### config.mk
export PLATFORM = sky130hd
export DESIGN_NAME = rac_ctrl
export DESIGN_NICKNAME = d
export VERILOG_FILES = /design/src/logic/rac_pkg.sv /design/src/logic/rac_ctrl.sv /design/src/logic/rac_alarm_cmp.sv
export SDC_FILE = /design/constraint.sdc
export NUM_CORES = 1
export LEC_CHECK = 0
export BUFFER_PORTS_ARGS = -buffer_cell sky130_fd_sc_hd__clkbuf_2
export CAP_MARGIN = 0
export CELL_PAD_IN_SITES_DETAIL_PLACEMENT = 0
export CELL_PAD_IN_SITES_GLOBAL_PLACEMENT = 1
export CORE_UTILIZATION = 42
export CTS_BUF_LIST = sky130_fd_sc_hd__clkbuf_4
export CTS_CLUSTER_SIZE = 25
export DETAILED_ROUTE_END_ITERATION = 6
export PLACE_DENSITY = 0.91
export SLEW_MARGIN = 20
export SYNTH_ARGS = -nofsm -noshare
export SYNTH_HDL_FRONTEND = slang
export SYNTH_HIERARCHICAL = 1
export SYNTH_SLANG_ARGS = --single-unit
### constraint.sdc
create_clock -name sys_clk_in -period 4.4 [get_ports sys_clk_in]
set_input_delay 0.22 -clock sys_clk_in [delete_from_list [all_inputs] [get_ports sys_clk_in]]
set_output_delay 0.22 -clock sys_clk_in [all_outputs]
set_load 0.05 [all_outputs]
### src/logic/rac_pkg.sv
// Constants, field layouts and carrier types of the alarm and
// non-volatile control register bank of a real-time clock.
// Assumes a serial front end that delivers decoded byte accesses.
//
// What this block does
// - Alarm byte mirrors calendar byte layout; bit 7 is its match enable.
// - Only enabled alarm bytes take part in the match.
// - No year alarm byte; calendar year never joins the match.
// - Alarm fires when at least one byte is enabled and every enabled byte equals its calendar byte.
// - All control bits and alarm bytes persist as non-volatile contents.
// - Array writes into the protected range are silently discarded.
// - Protect 000 none, 001 180h-1FFh, 010 100h-1FFh, 011 whole array.
// - Protect 100 000h-03Fh, 101 000h-07Fh, 110 000h-0FFh, 111 whole array.
// - Pin capacitor is 16*not b5 + 8,4,2,1,0.5 weights + 9 pF.
// - Middle bit gives 10 ppm, low bit 20 ppm; zero means none.
// - Bus inhibit bit set disables the serial bus during battery backup.
// - Switchover bit 0 standard, 1 legacy; legacy is the default.
// - Reset level codes 000..100 give 4.64, 4.38, 3.09, 2.92, 2.63 V.
// - Reset level field has no write protection; changes only when written.
// - With the write enable latch clear, register writes are ignored.
// - A matching enabled alarm sets its status flag.

package rac_pkg;

	// ------------------------------------------------------------
	// Register offsets
	// ------------------------------------------------------------
	localparam logic [7:0] RAC_ALM_A_BASE = 8'h00;
	localparam logic [7:0] RAC_ALM_B_BASE = 8'h08;
	localparam logic [7:0] RAC_OFS_PROTECT = 8'h10;
	localparam logic [7:0] RAC_OFS_ATRIM = 8'h12;
	localparam logic [7:0] RAC_OFS_DTRIM = 8'h13;
	localparam logic [7:0] RAC_OFS_PWR = 8'h14;
	// Position of year and century bytes inside an alarm set
	localparam logic [2:0] RAC_ALM_YEAR_POS = 3'h5;
	localparam logic [2:0] RAC_ALM_CENT_POS = 3'h7;
	localparam logic [2:0] RAC_ALM_DOW_POS = 3'h6;
	localparam int RAC_ALM_SLOTS = 6;

	// ------------------------------------------------------------
	// Field layouts (writable bits)
	// ------------------------------------------------------------
	// Slots: 0 sec, 1 min, 2 hour, 3 date, 4 month, 5 weekday
	localparam logic [5:0][7:0] RAC_ALM_MASK = {8'h87, 8'h9F, 8'hBF, 8'hBF, 8'hFF, 8'hFF};
	localparam logic [7:0] RAC_ALM_VAL_MASK = 8'h7F;
	localparam int RAC_ALM_EN_BIT = 7;
	localparam logic [7:0] RAC_PROTECT_MASK = 8'hF8;
	localparam logic [7:0] RAC_ATRIM_MASK = 8'h3F;
	localparam logic [7:0] RAC_DTRIM_MASK = 8'h07;
	localparam logic [7:0] RAC_PWR_MASK = 8'hC7;
	localparam int RAC_PROT_SEL_LSB = 5;
	localparam int RAC_BUS_INHIBIT_BIT = 7;
	localparam int RAC_SWITCHOVER_BIT = 6;
	localparam int RAC_RATE_SIGN_BIT = 2;
	localparam int RAC_RATE_10_BIT = 1;
	localparam int RAC_RATE_20_BIT = 0;
	localparam int RAC_CAP_MSB_BIT = 5;

	// ------------------------------------------------------------
	// Array protect ranges
	// ------------------------------------------------------------
	localparam logic [8:0] RAC_ARR_LAST = 9'h1FF;
	localparam logic [8:0] RAC_ARR_Q3 = 9'h180;
	localparam logic [8:0] RAC_ARR_HALF = 9'h100;
	localparam logic [8:0] RAC_ARR_P4_END = 9'h03F;
	localparam logic [8:0] RAC_ARR_P8_END = 9'h07F;
	localparam logic [8:0] RAC_ARR_P16_END = 9'h0FF;

	// ------------------------------------------------------------
	// Trim and threshold constants
	// ------------------------------------------------------------
	// Load capacitor in half picofarads: fixed 9 pF part
	localparam logic [6:0] RAC_CAP_FIXED_HALF_PF = 7'h12;
	localparam logic [20:0] RAC_OSC_HZ = 21'h008000;
	localparam logic [20:0] RAC_PPM_DEN = 21'h0F4240;
	localparam logic [4:0] RAC_PPM_STEP_10 = 5'h0A;
	localparam logic [4:0] RAC_PPM_STEP_20 = 5'h14;
	localparam logic [2:0] RAC_VRST_LAST_CODE = 3'h4;
	localparam logic [2:0] RAC_VRST_DEFAULT_CODE = 3'h0;
	// Thresholds in millivolts, code 0 in the low slot
	localparam logic [4:0][12:0] RAC_VRST_MV = {13'h0A46, 13'h0B68, 13'h0C12, 13'h111C, 13'h1220};

	// ------------------------------------------------------------
	// Carrier types
	// ------------------------------------------------------------
	typedef struct packed {
		logic [7:0] yr;
		logic [5:0][7:0] b;
	} rac_cal_t;

	typedef struct packed {
		logic [1:0][5:0][7:0] alm;
		logic [7:0] protect;
		logic [7:0] atrim;
		logic [7:0] dtrim;
		logic [7:0] power_control;
	} rac_nv_t;

	typedef struct packed {
		rac_nv_t nv;
		logic [1:0] flags;
		logic [7:0] rdata;
		logic bus_en;
		logic switchover;
		logic [6:0] cap;
		logic [2:0] lvl;
		logic [12:0] mv;
		logic arr_ok;
		logic arr_drop;
		logic cnt_add;
		logic cnt_drop;
		logic [19:0] acc;
	} rac_state_t;

endpackage

### src/logic/rac_ctrl.sv
// Alarm and non-volatile control register bank of a real-time clock.
// Assumes a serial front end giving one-cycle byte strobes, a calendar
// that updates with a one-second pulse, and external persistent storage
// that mirrors the image output and restores it through the reset load.
`timescale 1ns/100ps

module rac_ctrl (
	// Clock, reset, enable
	input wire logic sys_clk_in,
	input wire logic nrst_in,
	input wire logic clk_en_in,
	// Persistent image restore and mirror
	input wire rac_pkg::rac_nv_t nv_image_in,
	output rac_pkg::rac_nv_t nv_image_out,
	// Register byte access
	input wire logic reg_wr_in,
	input wire logic reg_rd_in,
	input wire logic [7:0] reg_addr_in,
	input wire logic [7:0] reg_wdata_in,
	input wire logic write_enable_latch_in,
	output logic [7:0] reg_rdata_out,
	// Calendar and alarm status
	input wire rac_pkg::rac_cal_t cal_in,
	input wire logic sec_tick_in,
	input wire logic status_read_in,
	output logic alarm_a_flag_out,
	output logic alarm_b_flag_out,
	// Array write gate
	input wire logic arr_wr_req_in,
	input wire logic [8:0] arr_addr_in,
	output logic arr_wr_ok_out,
	output logic arr_wr_drop_out,
	// Oscillator trim
	output logic [6:0] cap_half_pf_out,
	output logic count_add_out,
	output logic count_drop_out,
	// Power control
	input wire logic backup_mode_in,
	output logic bus_enable_out,
	output logic switchover_mode_out,
	output logic [2:0] reset_threshold_code_out,
	output logic [12:0] reset_threshold_mv_out
);
	import rac_pkg::*;

	// ------------------------------------------------------------
	// State and helpers
	// ------------------------------------------------------------
	rac_state_t st_ff;
	rac_state_t nxt_st;
	logic [1:0] match;

	function automatic logic prot_hit(input logic [2:0] sel, input logic [8:0] a);
		logic hit;
		hit = 1'b0;
		unique case (sel)
			3'h0: hit = 1'b0;
			3'h1: hit = a >= RAC_ARR_Q3;
			3'h2: hit = a >= RAC_ARR_HALF;
			3'h3: hit = a <= RAC_ARR_LAST;
			3'h4: hit = a <= RAC_ARR_P4_END;
			3'h5: hit = a <= RAC_ARR_P8_END;
			3'h6: hit = a <= RAC_ARR_P16_END;
			3'h7: hit = a <= RAC_ARR_LAST;
		endcase
		return hit;
	endfunction

	// ------------------------------------------------------------
	// Alarm comparators
	// ------------------------------------------------------------
	genvar s;
	generate
		for (s = 0; s < 2; s++) begin : g_alarm
			rac_alarm_cmp u_cmp (
				.alm_in(st_ff.nv.alm[s]),
				.cal_in(cal_in.b),
				.match_out(match[s])
			);
		end
	endgenerate

	// ------------------------------------------------------------
	// Next state
	// ------------------------------------------------------------
	always_comb begin
		logic set_sel;
		logic [2:0] slot;
		logic [4:0] ppm;
		logic [20:0] sum;
		logic [7:0] rd;
		set_sel = reg_addr_in[3];
		slot = (reg_addr_in[2:0] == RAC_ALM_DOW_POS) ? RAC_ALM_YEAR_POS : reg_addr_in[2:0];
		ppm = 5'h00;
		sum = 21'h000000;
		rd = 8'h00;
		nxt_st = st_ff;
		nxt_st.arr_ok = 1'b0;
		nxt_st.arr_drop = 1'b0;
		nxt_st.cnt_add = 1'b0;
		nxt_st.cnt_drop = 1'b0;

		// Register writes need the latch; year slots hold nothing
		if (reg_wr_in && write_enable_latch_in) begin
			if (reg_addr_in[7:4] == RAC_ALM_A_BASE[7:4] || reg_addr_in[7:4] == RAC_ALM_B_BASE[7:4]) begin
				if (reg_addr_in[2:0] != RAC_ALM_YEAR_POS && reg_addr_in[2:0] != RAC_ALM_CENT_POS) begin
					nxt_st.nv.alm[set_sel][slot] = reg_wdata_in & RAC_ALM_MASK[slot];
				end
			end else if (reg_addr_in == RAC_OFS_PROTECT) begin
				nxt_st.nv.protect = reg_wdata_in & RAC_PROTECT_MASK;
			end else if (reg_addr_in == RAC_OFS_ATRIM) begin
				nxt_st.nv.atrim = reg_wdata_in & RAC_ATRIM_MASK;
			end else if (reg_addr_in == RAC_OFS_DTRIM) begin
				nxt_st.nv.dtrim = reg_wdata_in & RAC_DTRIM_MASK;
			end else if (reg_addr_in == RAC_OFS_PWR) begin
				// Threshold field is open to any accepted write
				nxt_st.nv.power_control = reg_wdata_in & RAC_PWR_MASK;
			end
		end

		// Register reads
		if (reg_addr_in[7:4] == RAC_ALM_A_BASE[7:4] || reg_addr_in[7:4] == RAC_ALM_B_BASE[7:4]) begin
			if (reg_addr_in[2:0] == RAC_ALM_YEAR_POS) begin
				rd = cal_in.yr;
			end else if (reg_addr_in[2:0] != RAC_ALM_CENT_POS) begin
				rd = st_ff.nv.alm[set_sel][slot];
			end
		end else if (reg_addr_in == RAC_OFS_PROTECT) begin
			rd = st_ff.nv.protect;
		end else if (reg_addr_in == RAC_OFS_ATRIM) begin
			rd = st_ff.nv.atrim;
		end else if (reg_addr_in == RAC_OFS_DTRIM) begin
			rd = st_ff.nv.dtrim;
		end else if (reg_addr_in == RAC_OFS_PWR) begin
			rd = st_ff.nv.power_control;
		end
		if (reg_rd_in) begin
			nxt_st.rdata = rd;
		end

		// Alarm flags: a match in the clearing cycle still sets
		nxt_st.flags = (st_ff.flags & ~{2{status_read_in}}) | (sec_tick_in ? match : 2'b00);

		// Array write gate
		if (arr_wr_req_in) begin
			nxt_st.arr_drop = prot_hit(st_ff.nv.protect[RAC_PROT_SEL_LSB +: 3], arr_addr_in);
			nxt_st.arr_ok = !nxt_st.arr_drop;
		end

		// Digital trim: fractional count accumulator per second
		if (st_ff.nv.dtrim[RAC_RATE_10_BIT]) begin
			ppm = ppm + RAC_PPM_STEP_10;
		end
		if (st_ff.nv.dtrim[RAC_RATE_20_BIT]) begin
			ppm = ppm + RAC_PPM_STEP_20;
		end
		if (sec_tick_in) begin
			sum = {1'b0, st_ff.acc} + 21'(ppm) * RAC_OSC_HZ;
			if (sum >= RAC_PPM_DEN) begin
				sum = sum - RAC_PPM_DEN;
				nxt_st.cnt_add = !st_ff.nv.dtrim[RAC_RATE_SIGN_BIT];
				nxt_st.cnt_drop = st_ff.nv.dtrim[RAC_RATE_SIGN_BIT];
			end
			nxt_st.acc = sum[19:0];
		end

		// Analog trim in half picofarads
		nxt_st.cap = 7'({~st_ff.nv.atrim[RAC_CAP_MSB_BIT], st_ff.nv.atrim[4:0]}) + RAC_CAP_FIXED_HALF_PF;

		// Power control
		nxt_st.bus_en = !(backup_mode_in && st_ff.nv.power_control[RAC_BUS_INHIBIT_BIT]);
		nxt_st.switchover = st_ff.nv.power_control[RAC_SWITCHOVER_BIT];
		if (st_ff.nv.power_control[2:0] > RAC_VRST_LAST_CODE) begin
			nxt_st.lvl = RAC_VRST_DEFAULT_CODE;
		end else begin
			nxt_st.lvl = st_ff.nv.power_control[2:0];
		end
		nxt_st.mv = RAC_VRST_MV[nxt_st.lvl];
	end

	// ------------------------------------------------------------
	// State register
	// ------------------------------------------------------------
	always_ff @(posedge sys_clk_in) begin
		if (!nrst_in) begin
			st_ff <= '0;
			// Persistent contents come back from storage
			st_ff.nv <= nv_image_in;
			st_ff.bus_en <= 1'b1;
			st_ff.cap <= RAC_CAP_FIXED_HALF_PF;
			st_ff.mv <= RAC_VRST_MV[RAC_VRST_DEFAULT_CODE];
		end else if (clk_en_in) begin
			st_ff <= nxt_st;
		end
	end

	// ------------------------------------------------------------
	// Outputs
	// ------------------------------------------------------------
	assign nv_image_out = st_ff.nv;
	assign reg_rdata_out = st_ff.rdata;
	assign alarm_a_flag_out = st_ff.flags[0];
	assign alarm_b_flag_out = st_ff.flags[1];
	assign arr_wr_ok_out = st_ff.arr_ok;
	assign arr_wr_drop_out = st_ff.arr_drop;
	assign cap_half_pf_out = st_ff.cap;
	assign count_add_out = st_ff.cnt_add;
	assign count_drop_out = st_ff.cnt_drop;
	assign bus_enable_out = st_ff.bus_en;
	assign switchover_mode_out = st_ff.switchover;
	assign reset_threshold_code_out = st_ff.lvl;
	assign reset_threshold_mv_out = st_ff.mv;

	// ------------------------------------------------------------
	// Checks
	// ------------------------------------------------------------
	a_wel_blocks_write: assert property (@(posedge sys_clk_in) disable iff (!nrst_in)
		clk_en_in && reg_wr_in && !write_enable_latch_in |=> $stable(nv_image_out))
		else $error("register write taken with latch clear");

	a_prot_full_drop: assert property (@(posedge sys_clk_in) disable iff (!nrst_in)
		clk_en_in && arr_wr_req_in && nv_image_out.protect[7:5] == 3'h3 |=> arr_wr_drop_out && !arr_wr_ok_out)
		else $error("write into fully protected array not dropped");

	a_prot_low_edge: assert property (@(posedge sys_clk_in) disable iff (!nrst_in)
		clk_en_in && arr_wr_req_in && nv_image_out.protect[7:5] == 3'h4 && arr_addr_in == 9'h040
		|=> arr_wr_ok_out && !arr_wr_drop_out)
		else $error("first unprotected byte after four pages refused");

	a_alarm_sets_flag: assert property (@(posedge sys_clk_in) disable iff (!nrst_in)
		clk_en_in && sec_tick_in && match[0] |=> alarm_a_flag_out)
		else $error("matching alarm did not set its flag");

	a_empty_no_match: assert property (@(posedge sys_clk_in) disable iff (!nrst_in)
		nv_image_out.alm[1][0][7] == 1'b0 && nv_image_out.alm[1][1][7] == 1'b0 && nv_image_out.alm[1][2][7] == 1'b0
		&& nv_image_out.alm[1][3][7] == 1'b0 && nv_image_out.alm[1][4][7] == 1'b0
		&& nv_image_out.alm[1][5][7] == 1'b0 |-> !match[1])
		else $error("alarm with no enabled byte matched");

	a_bus_inhibit: assert property (@(posedge sys_clk_in) disable iff (!nrst_in)
		clk_en_in && backup_mode_in |=> bus_enable_out == !$past(nv_image_out.power_control[7]))
		else $error("bus enable wrong in backup mode");

	a_vrst_undoc: assert property (@(posedge sys_clk_in) disable iff (!nrst_in)
		clk_en_in && nv_image_out.power_control[2:0] > 3'h4 |=> reset_threshold_mv_out == 13'h1220)
		else $error("undocumented threshold code not mapped to default");

	a_trim_zero_idle: assert property (@(posedge sys_clk_in) disable iff (!nrst_in)
		clk_en_in && nv_image_out.dtrim[1:0] == 2'b00 |=> !count_add_out && !count_drop_out)
		else $error("trim pulse with zero magnitude");

	a_cap_formula: assert property (@(posedge sys_clk_in) disable iff (!nrst_in)
		clk_en_in && $stable(nv_image_out.atrim) && nv_image_out.atrim[5:0] == 6'h20 |=> cap_half_pf_out == 7'h12)
		else $error("load capacitor wrong for top bit only");

	a_alarm_b_flag: assert property (@(posedge sys_clk_in) disable iff (!nrst_in)
		clk_en_in && sec_tick_in && match[1] |=> alarm_b_flag_out)
		else $error("matching second alarm did not set its flag");

	a_flag_clear: assert property (@(posedge sys_clk_in) disable iff (!nrst_in)
		clk_en_in && status_read_in && !sec_tick_in |=> !alarm_a_flag_out && !alarm_b_flag_out)
		else $error("alarm flags not cleared by status read");

	a_flag_needs_tick: assert property (@(posedge sys_clk_in) disable iff (!nrst_in)
		clk_en_in && !sec_tick_in && !alarm_a_flag_out |=> !alarm_a_flag_out)
		else $error("alarm flag set without a second update");

	a_prot_none_pass: assert property (@(posedge sys_clk_in) disable iff (!nrst_in)
		clk_en_in && arr_wr_req_in && nv_image_out.protect[7:5] == 3'h0 |=> arr_wr_ok_out && !arr_wr_drop_out)
		else $error("array write refused with nothing protected");

	a_prot_upper_quarter: assert property (@(posedge sys_clk_in) disable iff (!nrst_in)
		clk_en_in && arr_wr_req_in && nv_image_out.protect[7:5] == 3'h1
		|=> arr_wr_drop_out == ($past(arr_addr_in) >= 9'h180))
		else $error("upper quarter protection wrong");

	a_write_lands: assert property (@(posedge sys_clk_in) disable iff (!nrst_in)
		clk_en_in && reg_wr_in && write_enable_latch_in && reg_addr_in == RAC_OFS_ATRIM
		|=> nv_image_out.atrim == ($past(reg_wdata_in) & RAC_ATRIM_MASK))
		else $error("accepted trim write not stored");

	a_bus_normal: assert property (@(posedge sys_clk_in) disable iff (!nrst_in)
		clk_en_in && nrst_in && !backup_mode_in |=> bus_enable_out)
		else $error("bus disabled outside backup mode");

	a_switchover_follow: assert property (@(posedge sys_clk_in) disable iff (!nrst_in)
		clk_en_in && nrst_in |=> switchover_mode_out == $past(nv_image_out.power_control[6]))
		else $error("switchover mode does not follow its bit");

	a_trim_one_way: assert property (@(posedge sys_clk_in) disable iff (!nrst_in)
		!(count_add_out && count_drop_out))
		else $error("count added and removed at once");

	a_trim_sign: assert property (@(posedge sys_clk_in) disable iff (!nrst_in)
		clk_en_in && nv_image_out.dtrim[2] |=> !count_add_out)
		else $error("count added with negative sign");

	a_code_range: assert property (@(posedge sys_clk_in) disable iff (!nrst_in)
		reset_threshold_code_out <= 3'h4)
		else $error("threshold code beyond last level");

endmodule // rac_ctrl

### src/logic/rac_alarm_cmp.sv
// Compare one alarm set against the running calendar.
// Assumes calendar bytes arrive in the alarm slot order.
`timescale 1ns/100ps

module rac_alarm_cmp (
	// Alarm set and calendar
	input wire logic [5:0][7:0] alm_in,
	input wire logic [5:0][7:0] cal_in,
	// Result
	output logic match_out
);
	import rac_pkg::*;

	logic [5:0] en;
	logic [5:0] eq;

	genvar k;
	generate
		for (k = 0; k < RAC_ALM_SLOTS; k++) begin : g_slot
			// Enable bit sits on top, value in the calendar layout
			assign en[k] = alm_in[k][RAC_ALM_EN_BIT];
			assign eq[k] = ((alm_in[k] ^ cal_in[k]) & RAC_ALM_MASK[k] & RAC_ALM_VAL_MASK) == 8'h00;
		end
	endgenerate

	// Disabled bytes always agree; an empty set never fires
	assign match_out = (|en) && (&(~en | eq));

endmodule // rac_alarm_cmp

==> results of run 1 <==
==> cell usage after synthesis (3+ instances only) <==
| cell type | n | area, um2 |
|---|---|---|
| sky130_fd_sc_hd__a21boi_0 | 3 | 22.5 |
| sky130_fd_sc_hd__buf_6 | 3 | 33.8 |
| sky130_fd_sc_hd__and2_1 | 3 | 18.8 |
| sky130_fd_sc_hd__nor3b_1 | 3 | 22.5 |
| sky130_fd_sc_hd__a221oi_1 | 9 | 78.8 |
| sky130_fd_sc_hd__xor2_1 | 29 | 254 |
| sky130_fd_sc_hd__xnor2_1 | 48 | 420 |
| sky130_fd_sc_hd__nand3_1 | 15 | 75.1 |
| sky130_fd_sc_hd__o211ai_1 | 9 | 67.6 |
| sky130_fd_sc_hd__nor4_2 | 3 | 37.5 |
| sky130_fd_sc_hd__o22ai_1 | 9 | 56.3 |
| sky130_fd_sc_hd__nand2_1 | 57 | 214 |
| sky130_fd_sc_hd__o21ai_0 | 51 | 255 |
| sky130_fd_sc_hd__dfxtp_1 | 50 | 1000 |
| sky130_fd_sc_hd__inv_1 | 35 | 131 |
| sky130_fd_sc_hd__mux2i_1 | 63 | 631 |
| sky130_fd_sc_hd__o2bb2ai_1 | 78 | 683 |
| sky130_fd_sc_hd__o21ai_1 | 3 | 15.0 |
| sky130_fd_sc_hd__o221ai_1 | 10 | 87.6 |
| sky130_fd_sc_hd__o31ai_1 | 9 | 67.6 |
| sky130_fd_sc_hd__nand2b_1 | 10 | 62.6 |
| sky130_fd_sc_hd__buf_1 | 6 | 22.5 |
| sky130_fd_sc_hd__o221a_2 | 4 | 45.0 |
| sky130_fd_sc_hd__buf_2 | 7 | 35.0 |
| sky130_fd_sc_hd__buf_4 | 160 | 1200 |
| sky130_fd_sc_hd__clkbuf_1 | 40 | 150 |
| sky130_fd_sc_hd__mux2_2 | 9 | 101 |
| sky130_fd_sc_hd__nand4_1 | 11 | 68.8 |
| sky130_fd_sc_hd__a22o_1 | 9 | 78.8 |
| sky130_fd_sc_hd__nor3_1 | 5 | 25.0 |
| sky130_fd_sc_hd__o31ai_2 | 5 | 62.6 |
| sky130_fd_sc_hd__or3_1 | 3 | 18.8 |
| sky130_fd_sc_hd__ha_1 | 10 | 125 |
| sky130_fd_sc_hd__nor2b_1 | 51 | 319 |
| sky130_fd_sc_hd__nor2_1 | 25 | 93.8 |
| sky130_fd_sc_hd__edfxtp_1 | 128 | 3840 |
| sky130_fd_sc_hd__a21oi_1 | 41 | 205 |
==> path summary, 6_finish.rpt <==
| kind | from | end | slack (ns) | depth (start not counted) |
|---|---|---|---|---|
| max reg2reg | nv_image_out[9] | st_ff[13] | 1.31 | 9 |
| max | nv_image_out[9] | st_ff[13] | 1.31 | 9 |
| min | cal_in[53] | reg_rdata_out[5] | 0.04 | 4 |
| min reg2reg | st_ff[16] | st_ff[16] | 0.48 | 2 |
==> sequential cells by signal, indices dropped and copies added (netlist names), 3 cells and up <==
signal,flops
reset_threshold_code_out,3
reg_rdata_out,8
cap_half_pf_out,7
st_ff,14
reset_threshold_mv_out,10
nv_image_out,128
==> critical path, delay by kind of cell (launching register included) <==
kind / cells / cell delay (ns)
AO/OA/AOI/OAI: 1 / 0.19
AND/OR/NAND/NOR: 4 / 1.27
buffers and inverters: 1 / 0.08
adder cells (fa/ha/maj): 2 / 0.74
flip-flops: 1 / 0.53
multiplexers: 1 / 0.22
==> through the flow <==
stage / instances / power [mW] / util, %
floorplan: 1053 / 3.11 / -
finish: 1710 / 4.46 / 53.4
global route: 1710 / 4.62 / 53.4
detailed placement: 1544 / 3.37 / 46.8
CTS: 1709 / 4.45 / 53.3
global placement: 1544 / 3.35 / 46.8
==> area by class of cell <==
type | instances | share of cell area (%)
diodes | 1 | 0.0184
clock buffers | 17 | 0.939
clock inverters | 15 | 1.38
inverters | 36 | 1.00
multi-input cells | 623 | 34.0
flip-flops and latches | 178 | 35.6
well taps | 330 | 3.04
repair buffers | 510 | 23.9
==> power groups by stage <==
stage / clock network [mW] / registers (mW) / logic, mW
floorplan: 0 / 2.08 / 1.04
global placement: 0 / 2.14 / 1.22
detailed placement: 0 / 2.14 / 1.23
CTS: 1.02 / 2.10 / 1.33
global route: 1.08 / 2.12 / 1.41
finish: 1.01 / 2.11 / 1.34
==> what timing repair did <==
| item | CTS | global route |
|---|---|---|
| setup endpoints to repair | 0 | 0 |
| endpoints found under the hold margin | 135 | 0 |
| hold buffers | 133 | 0 |
==> metal layers <==
layer	GRT usage (%)	vias up	routed length, um
li1	-	4312	-
met1	36.7	4622	15900
met2	49.0	574	19300
met5	0	-	0
met4	10.3	0	1010
met3	6.97	69	3650
==> cells by family after synthesis <==
family / after synthesis
compound gates: 263
simple gates: 197
xor+xnor: 78
fa+ha+maj: 11
mux: 72
buf+inv: 252
other cells: 1
flops: 178
==> placed cells by master (no fill, tap or decap), types with 4 or more instances in the layout <==
| cell | instances |
|---|---|
| sky130_fd_sc_hd__nor2_1 | 24 |
| sky130_fd_sc_hd__o31ai_2 | 4 |
| sky130_fd_sc_hd__xor2_1 | 29 |
| sky130_fd_sc_hd__nand4_1 | 11 |
| sky130_fd_sc_hd__nor2b_1 | 51 |
| sky130_fd_sc_hd__inv_8 | 5 |
| sky130_fd_sc_hd__clkbuf_4 | 17 |
| sky130_fd_sc_hd__a21oi_1 | 41 |
| sky130_fd_sc_hd__clkbuf_2 | 362 |
| sky130_fd_sc_hd__nand2b_1 | 10 |
| sky130_fd_sc_hd__buf_4 | 14 |
| sky130_fd_sc_hd__nor3_1 | 5 |
| sky130_fd_sc_hd__nand3_1 | 15 |
| sky130_fd_sc_hd__dlygate4sd3_1 | 133 |
| sky130_fd_sc_hd__a22o_1 | 9 |
| sky130_fd_sc_hd__o22ai_1 | 9 |
| sky130_fd_sc_hd__o221a_2 | 4 |
| sky130_fd_sc_hd__dfxtp_1 | 50 |
| sky130_fd_sc_hd__clkinv_4 | 5 |
| sky130_fd_sc_hd__o221ai_1 | 10 |
| sky130_fd_sc_hd__o211ai_1 | 9 |
| sky130_fd_sc_hd__mux2i_1 | 63 |
| sky130_fd_sc_hd__mux2_2 | 9 |
| sky130_fd_sc_hd__ha_1 | 10 |
| sky130_fd_sc_hd__xnor2_1 | 48 |
| sky130_fd_sc_hd__o31ai_1 | 9 |
| sky130_fd_sc_hd__o2bb2ai_1 | 78 |
| sky130_fd_sc_hd__a221oi_1 | 9 |
| sky130_fd_sc_hd__o21ai_0 | 51 |
| sky130_fd_sc_hd__nand2_1 | 57 |
| sky130_fd_sc_hd__inv_1 | 35 |
| sky130_fd_sc_hd__edfxtp_1 | 128 |
==> results.ini, run 1 <==
[drt]
vias = 9577
detail_route.drc_violations = 0
post_drt_wl_per_cell_um = 23.3
viasPerCell = 5.60
detailedRoute.firstPassIterationCount = 5
drt_wl_total_um = 39800
ant_nets = 0
dr.first_iter.drc_count = 1010

[setup_path]
crit_path_class = register to register
slowest_stage = sky130_fd_sc_hd__edfxtp_1
cp_data_required_time_ns = 4.91
crit_path_end_kind = register
worstPathCellList = ha_1 > inv_1 > fa_1 > nor4bb_1 > nand2_1 > nor4_4 > o31ai_4 > nor4b_1 > mux2i_1
max_stage_delay_ns = 0.53
worst_setup_path_start_kind = register
path_max_fanout = 15
worst-endpoint-arrival_ns = 3.60

[global_routing]
track_usage_pct = 29.2
global_route.overflow_total = 0
grt_start_max_net_pins = 97
initial_antenna_violation_count = 1
vias_in_the_first_global_route = 9399
grt_first_pass_wirelength_um = 56800

[timing]
finalWorstPathRequiredPeriod_ns = 3.09
timing.final.setup_violations = 0
fin_tns_setup_ns = 0
worst_pin_slew_ns = 1.10
maxClockFrequency_mhz = 324
hold_viol = 0
timing.slew.headroom_pct = 26.6
slew_violations = 0
fin_skew_ns = 0.0279
final_clock_period_utilization_by_the_worst_path_pct = 70.2
grt_setup_unrepaired = no
setup_slack_ns = 1.31
hold_ws_ns = 0.0404

[finish]
seqCellArea_um2 = 4840
fillCellCount = 2241
design.final.nets = 1596
design_area_um2 = 13600
multi_input_gate_area_in_the_final_layout_um2 = 4630
layout-drive-gt1-share_pct = 32.2
syn2layout_area_growth_pct = 23.3

[clocking]
clock_tree.root_cell = sky130_fd_sc_hd__clkbuf_4
post_cts_buffers = 0
h-tree-depth = 4
cts-root-to-sink-buffers = 2
clock_sinks = 178
number_of_buffers_created_by_cts = 17
tritoncts = yes
post_cts_sizing = 0
clk-insertion-delay-late_ns = 0.59
path_clk_slew_ns = 0.17

[power]
p_seq_share_pct = 47.3
leakage_component_of_the_power_nw = 5.56
power_frac_comb_pct = 30.1
power.share.clock_pct = 22.6
power_switching_mw = 1.75
vdd_ir_drop_max_v = 0.000174
p_per_area_nw_per_um2 = 328
internal_power_mw = 2.71
power_switching_share_pct = 39.2

[floorplan]
core_box_area_um2 = 25500
initial_core_util_pct = 43.3
fp.dieArea_um2 = 26900
die-height_um = 164
fp.dieW_um = 164
num_rows = 58
num_io_pins = 386

[synth]
yosys_register_bits = 178
synth_enable_flop_cells = 128
main_combinational_cell_family_by_area_after_synthesis = compound AO/OA/AOI/OAI gates
synth_xor_area_share_pct = 6.26
synth-async-reset-ratio_pct = 0
synth_area_um2 = 11000
synthesis.instances = 1052
yosys_most_used_dff = sky130_fd_sc_hd__edfxtp_1
synth.avg_cell_area_um2 = 10.5
synth.area.mux_share_pct = 6.64
compound_gate_fraction_of_synth_area_pct = 17.7
synthAdderAreaFrac_pct = 1.32
simple_gate_share_of_the_synthesized_area_pct = 9.82
sequential_element_share_of_the_synthesized_area_pct = 43.9
synth_warnings = 6
synth.distinct_cells = 66

[worst_hold_path]
timing.hold.worst.class = input port to register

[placed_design]
post-place-ws_ns = 1.33
post-dp-hpwl_um = 28700
routabilityCongestion = 0.925
placement.cell_area_um2 = 11900
numPortBuffers = 363

[flow_run]
max_cap_viol_count = 0

[outcome]
status = complete, no violations

Note: power is estimated with default switching activity, not from simulation.
==> inputs of run 2 (changes only) <==
ABC_AREA = 1   (was default)
CORE_UTILIZATION = 37   (was 42)
PLACE_DENSITY = 0.86   (was 0.91)
clock period = 3 ns   (was 4.4 ns; I/O delays follow)
==> results.ini, run 2 <==
[outcome]
status = complete, no violations

[setup_path]
worst-endpoint-arrival_ns = 3.03
kind_of_cell_adding_the_most_delay_to_the_critical_path = simple AND/OR/NAND/NOR gates
crit_path_class = register to register
worst_setup_path_start_kind = register
timing.critical_path.buf_inv = 3
path_max_fanout = 15
max_stage_delay_ns = 0.49
crit_path_end_kind = register
cp_data_required_time_ns = 3.47
worstPathCellList = ha_1 > inv_1 > fa_1 > inv_1 > nand3_2 > inv_2 > nand2_1 > nor2_2 > nand2_4 > nand3_4 > nand2_2 > nand2_1 > a21oi_2
slowest_stage = sky130_fd_sc_hd__edfxtp_1

[synth]
synth.avg_cell_area_um2 = 7.53
synth.area.top_cells = sky130_fd_sc_hd__edfxtp_1, sky130_fd_sc_hd__nand2_1, sky130_fd_sc_hd__buf_4
yosys_most_used_dff = sky130_fd_sc_hd__edfxtp_1
synth_enable_flop_cells = 128
synth.cells.most_frequent = sky130_fd_sc_hd__nand2_1, sky130_fd_sc_hd__nor2_1, sky130_fd_sc_hd__buf_4, sky130_fd_sc_hd__inv_1, sky130_fd_sc_hd__edfxtp_1
synth_warnings = 6
yosys.cell_count.top_type = sky130_fd_sc_hd__nand2_1
synth-async-reset-ratio_pct = 0
yosys_register_bits = 178
yosysTopAreaCellShare_pct = 33.3
synthesis.instances = 1533
synth_largest_area_cell = sky130_fd_sc_hd__edfxtp_1
sequential_element_share_of_the_synthesized_area_pct = 41.9
synth_area_um2 = 11500
synth.distinct_cells = 47

[drt]
detailedRoute.firstPassIterationCount = 5
post_drt_wl_per_cell_um = 18.6
viasPerCell = 4.99
detail_route.drc_violations = 0
dr.first_iter.drc_count = 941
ant_nets = 0
vias = 11400
drt_wl_total_um = 42500

[finish]
fillCellCount = 3038
final_common_cell = sky130_fd_sc_hd__nand2_1
final_cell_mix = sky130_fd_sc_hd__nand2_1, sky130_fd_sc_hd__clkbuf_2, sky130_fd_sc_hd__nor2_1, sky130_fd_sc_hd__dlygate4sd3_1, sky130_fd_sc_hd__inv_1
seqCellArea_um2 = 4840
design.final.nets = 2109
syn2layout_area_growth_pct = 24.4
multi_input_gate_area_in_the_final_layout_um2 = 4730
layout-drive-gt1-share_pct = 24.6
largest_register_ffs = 128

[global_routing]
globalRouteMet2Util_pct = 44.6
grt_start_max_net_pins = 57
gr-usage-met3_pct = 4.54
grt_first_pass_wirelength_um = 61200
met1_usage_pct = 32.2
global_route.peak_usage_layer = met2
global_route.overflow_total = 0
initial_antenna_violation_count = 3
vias_in_the_first_global_route = 10800
track_usage_pct = 26.0

[floorplan]
fp.dieArea_um2 = 31900
initial_core_util_pct = 37.7
num_rows = 64
fp.dieW_um = 179
core_box_area_um2 = 30700
num_io_pins = 386
die-height_um = 179

[clocking]
cts-root-to-sink-buffers = 2
path_clk_slew_ns = 0.16
number_of_buffers_created_by_cts = 17
clock_tree.root_cell = sky130_fd_sc_hd__clkbuf_4
h-tree-depth = 4
tritoncts = yes
clock_sinks = 178
clk-insertion-delay-late_ns = 0.58

[timing]
maxClockFrequency_mhz = 390
fin_skew_ns = 0.0344
hold_viol = 0
slew_violations = 0
setup_slack_ns = 0.433
finalWorstPathRequiredPeriod_ns = 2.57
worst_pin_slew_ns = 0.844
grt_setup_unrepaired = no
fin_tns_setup_ns = 0
timing.slew.headroom_pct = 43.8
timing.final.setup_violations = 0
final_clock_period_utilization_by_the_worst_path_pct = 85.6

[power]
vdd_ir_drop_max_v = 0.000251
p_seq_share_pct = 47.2
internal_power_mw = 3.96
p_per_area_nw_per_um2 = 456
leakage_component_of_the_power_nw = 6.88
power_frac_comb_pct = 31.8
power_switching_share_pct = 39.6
power.share.clock_pct = 21.0
power_switching_mw = 2.59

[placed_design]
numPortBuffers = 363
post-place-ws_ns = 0.493
routabilityCongestion = 0.917
post-dp-hpwl_um = 32400

[flow_run]
max_cap_viol_count = 0

[worst_hold_path]
timing.hold.worst.class = input port to register

[run 2: changes by cell type in the layout (fill, tap and decap cells not counted), moves of 63 or more]
cell | before | now
sky130_fd_sc_hd__o21ai_0 | 51 | 120
sky130_fd_sc_hd__nand2_1 | 57 | 415
sky130_fd_sc_hd__inv_1 | 35 | 132
sky130_fd_sc_hd__o2bb2ai_1 | 78 | 0
sky130_fd_sc_hd__nand3_1 | 15 | 106
sky130_fd_sc_hd__nor2_1 | 24 | 173
sky130_fd_sc_hd__mux2i_1 | 63 | 0
[run 2: per-stage QoR]
step / utilization, % / cells / total power [mW] / hold WS, ns / instance area (um2)
after floorplan: - / 1534 / 4.64 / 0.259 / 11600
after global placement: 41.2 / 2111 / 5.03 / 0.350 / 12600
after detailed placement: 41.2 / 2111 / 5.06 / 0.349 / 12600
after CTS: 46.8 / 2288 / 6.56 / 0.0248 / 14400
after global routing: 46.8 / 2291 / 6.84 / 0.0393 / 14400
final: 46.8 / 2291 / 6.55 / 0.0754 / 14400
[run 2: repair_timing]
item | in CTS | in global routing
hold buffers | 145 | 0
setup buffers | 0 | 0
gates resized for setup | 0 | 0
endpoints found under the hold margin | 143 | 0
[run 2: worst min-delay path, cell delays in order]
cell                       delay, ns
sky130_fd_sc_hd__clkbuf_2       0.09
sky130_fd_sc_hd__nand2_1        0.05
sky130_fd_sc_hd__nand2_1        0.05
sky130_fd_sc_hd__nand2_1        0.04
sky130_fd_sc_hd__o21ai_0        0.12
sky130_fd_sc_hd__o21ai_0        0.10
[run 2: final timing paths]
kind	depth (start not counted)	end	startpoint	slack, ns
setup reg to reg	13	st_ff[14]	nv_image_out[9]	0.43
setup / recovery	13	st_ff[14]	nv_image_out[9]	0.43
hold / removal	6	arr_wr_ok_out	arr_addr_in[7]	0.08
hold reg to reg	2	reset_threshold_code_out[1]	reset_threshold_code_out[1]	0.47
[run 2: final cells by class]
cell class                 count  area share (%)
clock buffer                  21            1.10
clock inverter                11           0.723
sequential                   178            33.7
antenna                        3          0.0523
multi-input combinational   1001            32.9
tap                          396            3.45
timing repair buffer         537            24.3
inverter                     144            3.77
[run 2: cells by family (layout without fill, tap and decap cells)]
group / count (synthesis) / in the layout / share of synthesized area [%]
AND/OR/NAND/NOR: 748 / 748 / 27.1
buffers and inverters: 355 / 713 / 17.1
AO/OA/AOI/OAI: 197 / 197 / 9.29
flip-flops: 178 / 178 / 41.9
XOR/XNOR: 43 / 43 / 3.26
adder cells (fa/ha/maj): 11 / 11 / 1.26
other: 1 / 5 / 0.0325
[run 2: layer usage]
metal | routed length [um] | vias up
li1 | - | 5473
met5 | 0 | -
met4 | 1470 | 0
met2 | 20500 | 549
met3 | 3150 | 87
met1 | 17400 | 5322
[run 2: power by group through the flow]
stage	sequential (mW)	clock, mW	combinational [mW]
floorplan	3.05	0	1.59
global placement	3.14	0	1.89
detailed placement	3.14	0	1.91
CTS	3.09	1.40	2.07
global route	3.11	1.50	2.24
finish	3.09	1.38	2.08
==> inputs of run 3 (changes only) <==
--- a/config.mk
+++ b/config.mk
@@ -15,8 +15,8 @@
 export CTS_CLUSTER_SIZE = 25
 export DETAILED_ROUTE_END_ITERATION = 6
-export PLACE_DENSITY = 0.86
+export PLACE_DENSITY = 0.85
+export SETUP_SLACK_MARGIN = 0.15
 export SLEW_MARGIN = 20
 export SYNTH_ARGS = -nofsm -noshare
 export SYNTH_HDL_FRONTEND = slang
-export SYNTH_HIERARCHICAL = 1
 export SYNTH_SLANG_ARGS = --single-unit
==> constraint.sdc (replaced) <==
create_clock -name sys_clk_in -period 3 [get_ports sys_clk_in]
set_input_delay 0.15 -clock sys_clk_in [delete_from_list [all_inputs] [get_ports sys_clk_in]]
set_output_delay 0.15 -clock sys_clk_in [all_outputs]
set_load 0.1 [all_outputs]
==> results.ini, run 3 <==
[outcome]
status = complete, no violations

[timing]
timing.slew.headroom_pct = 29.1
grt_setup_unrepaired = no
final_clock_period_utilization_by_the_worst_path_pct = 85.2
finalWorstPathRequiredPeriod_ns = 2.56
fin_tns_setup_ns = 0
hold_ws_ns = 0.0688
maxClockFrequency_mhz = 391
fin_skew_ns = 0.0224
timing.final.setup_violations = 0
hold_viol = 0
worst_pin_slew_ns = 1.06
slew_violations = 0

[floorplan]
initial_core_util_pct = 38.0
num_io_pins = 386
core_box_area_um2 = 29100
die-height_um = 175
fp.dieArea_um2 = 30600
num_rows = 62
fp.dieW_um = 175

[power]
power.share.clock_pct = 20.3
internal_power_mw = 3.98
leakage_component_of_the_power_nw = 6.27
power_frac_comb_pct = 37.1
p_seq_share_pct = 42.6
power_switching_share_pct = 45.0
p_per_area_nw_per_um2 = 524
vdd_ir_drop_max_v = 0.000208
power_switching_mw = 3.25

[synth]
synth.distinct_cells = 54
main_combinational_cell_family_by_area_after_synthesis = simple AND/OR/NAND/NOR gates
synthesis.instances = 1356
yosysTopAreaCellShare_pct = 34.8
compound_gate_fraction_of_synth_area_pct = 11.7
synth_area_um2 = 11100
sequential_element_share_of_the_synthesized_area_pct = 43.8
yosys_register_bits = 178
synth.area.mux_share_pct = 0
synth.avg_cell_area_um2 = 8.16
synth_largest_area_cell = sky130_fd_sc_hd__edfxtp_1
synth-async-reset-ratio_pct = 0
synth_enable_flop_cells = 128
synthAdderAreaFrac_pct = 1.31
synth.area.top_cells = sky130_fd_sc_hd__edfxtp_1, sky130_fd_sc_hd__buf_4, sky130_fd_sc_hd__nand2_1
yosys_most_used_dff = sky130_fd_sc_hd__edfxtp_1
yosys.cell_count.top_type = sky130_fd_sc_hd__nand2_1
simple_gate_share_of_the_synthesized_area_pct = 21.6
synth_warnings = 0
synth_xor_area_share_pct = 5.46
synth.cells.most_frequent = sky130_fd_sc_hd__nand2_1, sky130_fd_sc_hd__buf_4, sky130_fd_sc_hd__o21ai_0, sky130_fd_sc_hd__edfxtp_1, sky130_fd_sc_hd__nor2_1

[finish]
largest_register_ffs = 128
fillCellCount = 2889
seqCellArea_um2 = 4840
final_cell_mix = sky130_fd_sc_hd__clkbuf_2, sky130_fd_sc_hd__nand2_1, sky130_fd_sc_hd__dlygate4sd3_1, sky130_fd_sc_hd__o21ai_0
design.final.nets = 1919
multi_input_gate_area_in_the_final_layout_um2 = 4450
finalNonFillerCells = 2088
syn2layout_area_growth_pct = 24.9
final_common_cell = sky130_fd_sc_hd__clkbuf_2
layout-drive-gt1-share_pct = 26.7

[worst_hold_path]
timing.hold.worst.class = input port to register

[setup_path]
path_max_fanout = 15
worst-endpoint-arrival_ns = 3.08
cp_data_required_time_ns = 3.52
crit_path_end_kind = register
worst_setup_path_start_kind = register
crit_path_class = register to register

[drt]
post_drt_wl_per_cell_um = 19.2
drt_wl_total_um = 40000
dr.first_iter.drc_count = 869
detailedRoute.firstPassIterationCount = 5
viasPerCell = 5.02
vias = 10500
ant_nets = 0
detail_route.drc_violations = 0

[placed_design]
routabilityCongestion = 0.876
numPortBuffers = 363
post-dp-hpwl_um = 30100
dp.cells = 1910

[clocking]
tritoncts = yes
post_cts_buffers = 0
clk-insertion-delay-late_ns = 0.57
cts-root-to-sink-buffers = 2
h-tree-depth = 4
path_clk_slew_ns = 0.16
clock_sinks = 178
clock_tree.root_cell = sky130_fd_sc_hd__clkbuf_4
number_of_buffers_created_by_cts = 17

[global_routing]
grt_start_max_net_pins = 113
vias_in_the_first_global_route = 10200
grt_first_pass_wirelength_um = 59600
track_usage_pct = 25.9
global_route.overflow_total = 0
initial_antenna_violation_count = 1

[flow_run]
max_cap_viol_count = 0

run 3: cell count changes after synthesis, moves of 5 or more:
cell                       before  now
sky130_fd_sc_hd__xor2_1        17   43
sky130_fd_sc_hd__inv_1        132   81
sky130_fd_sc_hd__o21ai_0      120  129
sky130_fd_sc_hd__a211oi_1       1    6
sky130_fd_sc_hd__a21oi_1       38   53
sky130_fd_sc_hd__nand2_1      415  308
sky130_fd_sc_hd__nor2_1       173  128
sky130_fd_sc_hd__o21ai_1       11    6
sky130_fd_sc_hd__nand3_1      106   73
sky130_fd_sc_hd__a21oi_2        7    1
sky130_fd_sc_hd__nand2_2        6   11
sky130_fd_sc_hd__or2_0          6    0
run 3: through the flow:
stage / util (%) / power [mW] / setup WS [ns] / area [um2]
5_1_grt: 47.5 / 7.49 / 0.199 / 13800
3_5_place_dp: 41.4 / 5.65 / 0.416 / 12100
4_1_cts: 47.4 / 7.24 / 0.370 / 13800
6_report: 47.5 / 7.23 / 0.443 / 13800
3_3_place_gp: 41.4 / 5.63 / 0.453 / 12100
2_1_floorplan: - / 5.28 / 0.838 / 11100
run 3: repair_timing:
item                       in CTS  in global routing
hold buffers                  144                  0
gates resized for setup         0                  2
setup endpoints to repair       0                  1
hold endpoints to repair      144                  0
run 3: path summary, 6_finish.rpt:
path	from	endpoint	slack, ns	cells past startpoint
worst max register to register	nv_image_out[9]	st_ff[7]	0.44	13
worst min-delay path	cal_in[55]	reg_rdata_out[7]	0.07	5
worst min register to register	count_add_out	count_add_out	0.47	2
worst max-delay path	nv_image_out[9]	st_ff[7]	0.44	13
run 3: worst max-delay path: stages, from the launching register on:
cell                       delay (ns)
sky130_fd_sc_hd__edfxtp_1        0.48
sky130_fd_sc_hd__ha_1            0.26
sky130_fd_sc_hd__fa_1            0.40
sky130_fd_sc_hd__xnor2_1         0.38
sky130_fd_sc_hd__nor2_1          0.10
sky130_fd_sc_hd__nand2_2         0.11
sky130_fd_sc_hd__nand2_2         0.05
sky130_fd_sc_hd__nand2_2         0.10
sky130_fd_sc_hd__nand2_8         0.11
sky130_fd_sc_hd__nand2_4         0.17
sky130_fd_sc_hd__inv_1           0.12
sky130_fd_sc_hd__nand2_1         0.08
sky130_fd_sc_hd__nand2_1         0.05
sky130_fd_sc_hd__nor2_1          0.09
run 3: power groups by stage:
stage | registers (mW) | clock network, mW | logic (mW)
6_report | 3.08 | 1.47 | 2.68
4_1_cts | 3.08 | 1.49 | 2.67
2_1_floorplan | 3.06 | 0 | 2.22
3_3_place_gp | 3.13 | 0 | 2.50
3_5_place_dp | 3.14 | 0 | 2.52
5_1_grt | 3.10 | 1.57 | 2.81
run 3: per-layer routing:
metal  track usage, %  wire length [um]  vias to the layer above
li1                 -                 -                     4993
met2             43.9             19400                      515
met5                0                 0                        -
met1             33.8             16800                     4906
met4             7.25               938                        0
met3             4.33              2890                       60
run 3: cell families after synthesis:
kind of cell	count (synthesis)
buf+inv	302
flops	178
fa+ha+maj	11
simple gates	565
other cells	1
compound gates	230
xor+xnor	69
run 3: area by class of cell:
cell class | count | area share (%)
Multi-Input combinational cell | 877 | 32.2
Inverter | 92 | 2.51
Clock inverter | 14 | 1.15
Timing Repair Buffer | 523 | 24.5
Tap cell | 384 | 3.48
Sequential cell | 178 | 35.1
Clock buffer | 18 | 0.978
Antenna cell | 2 | 0.0362
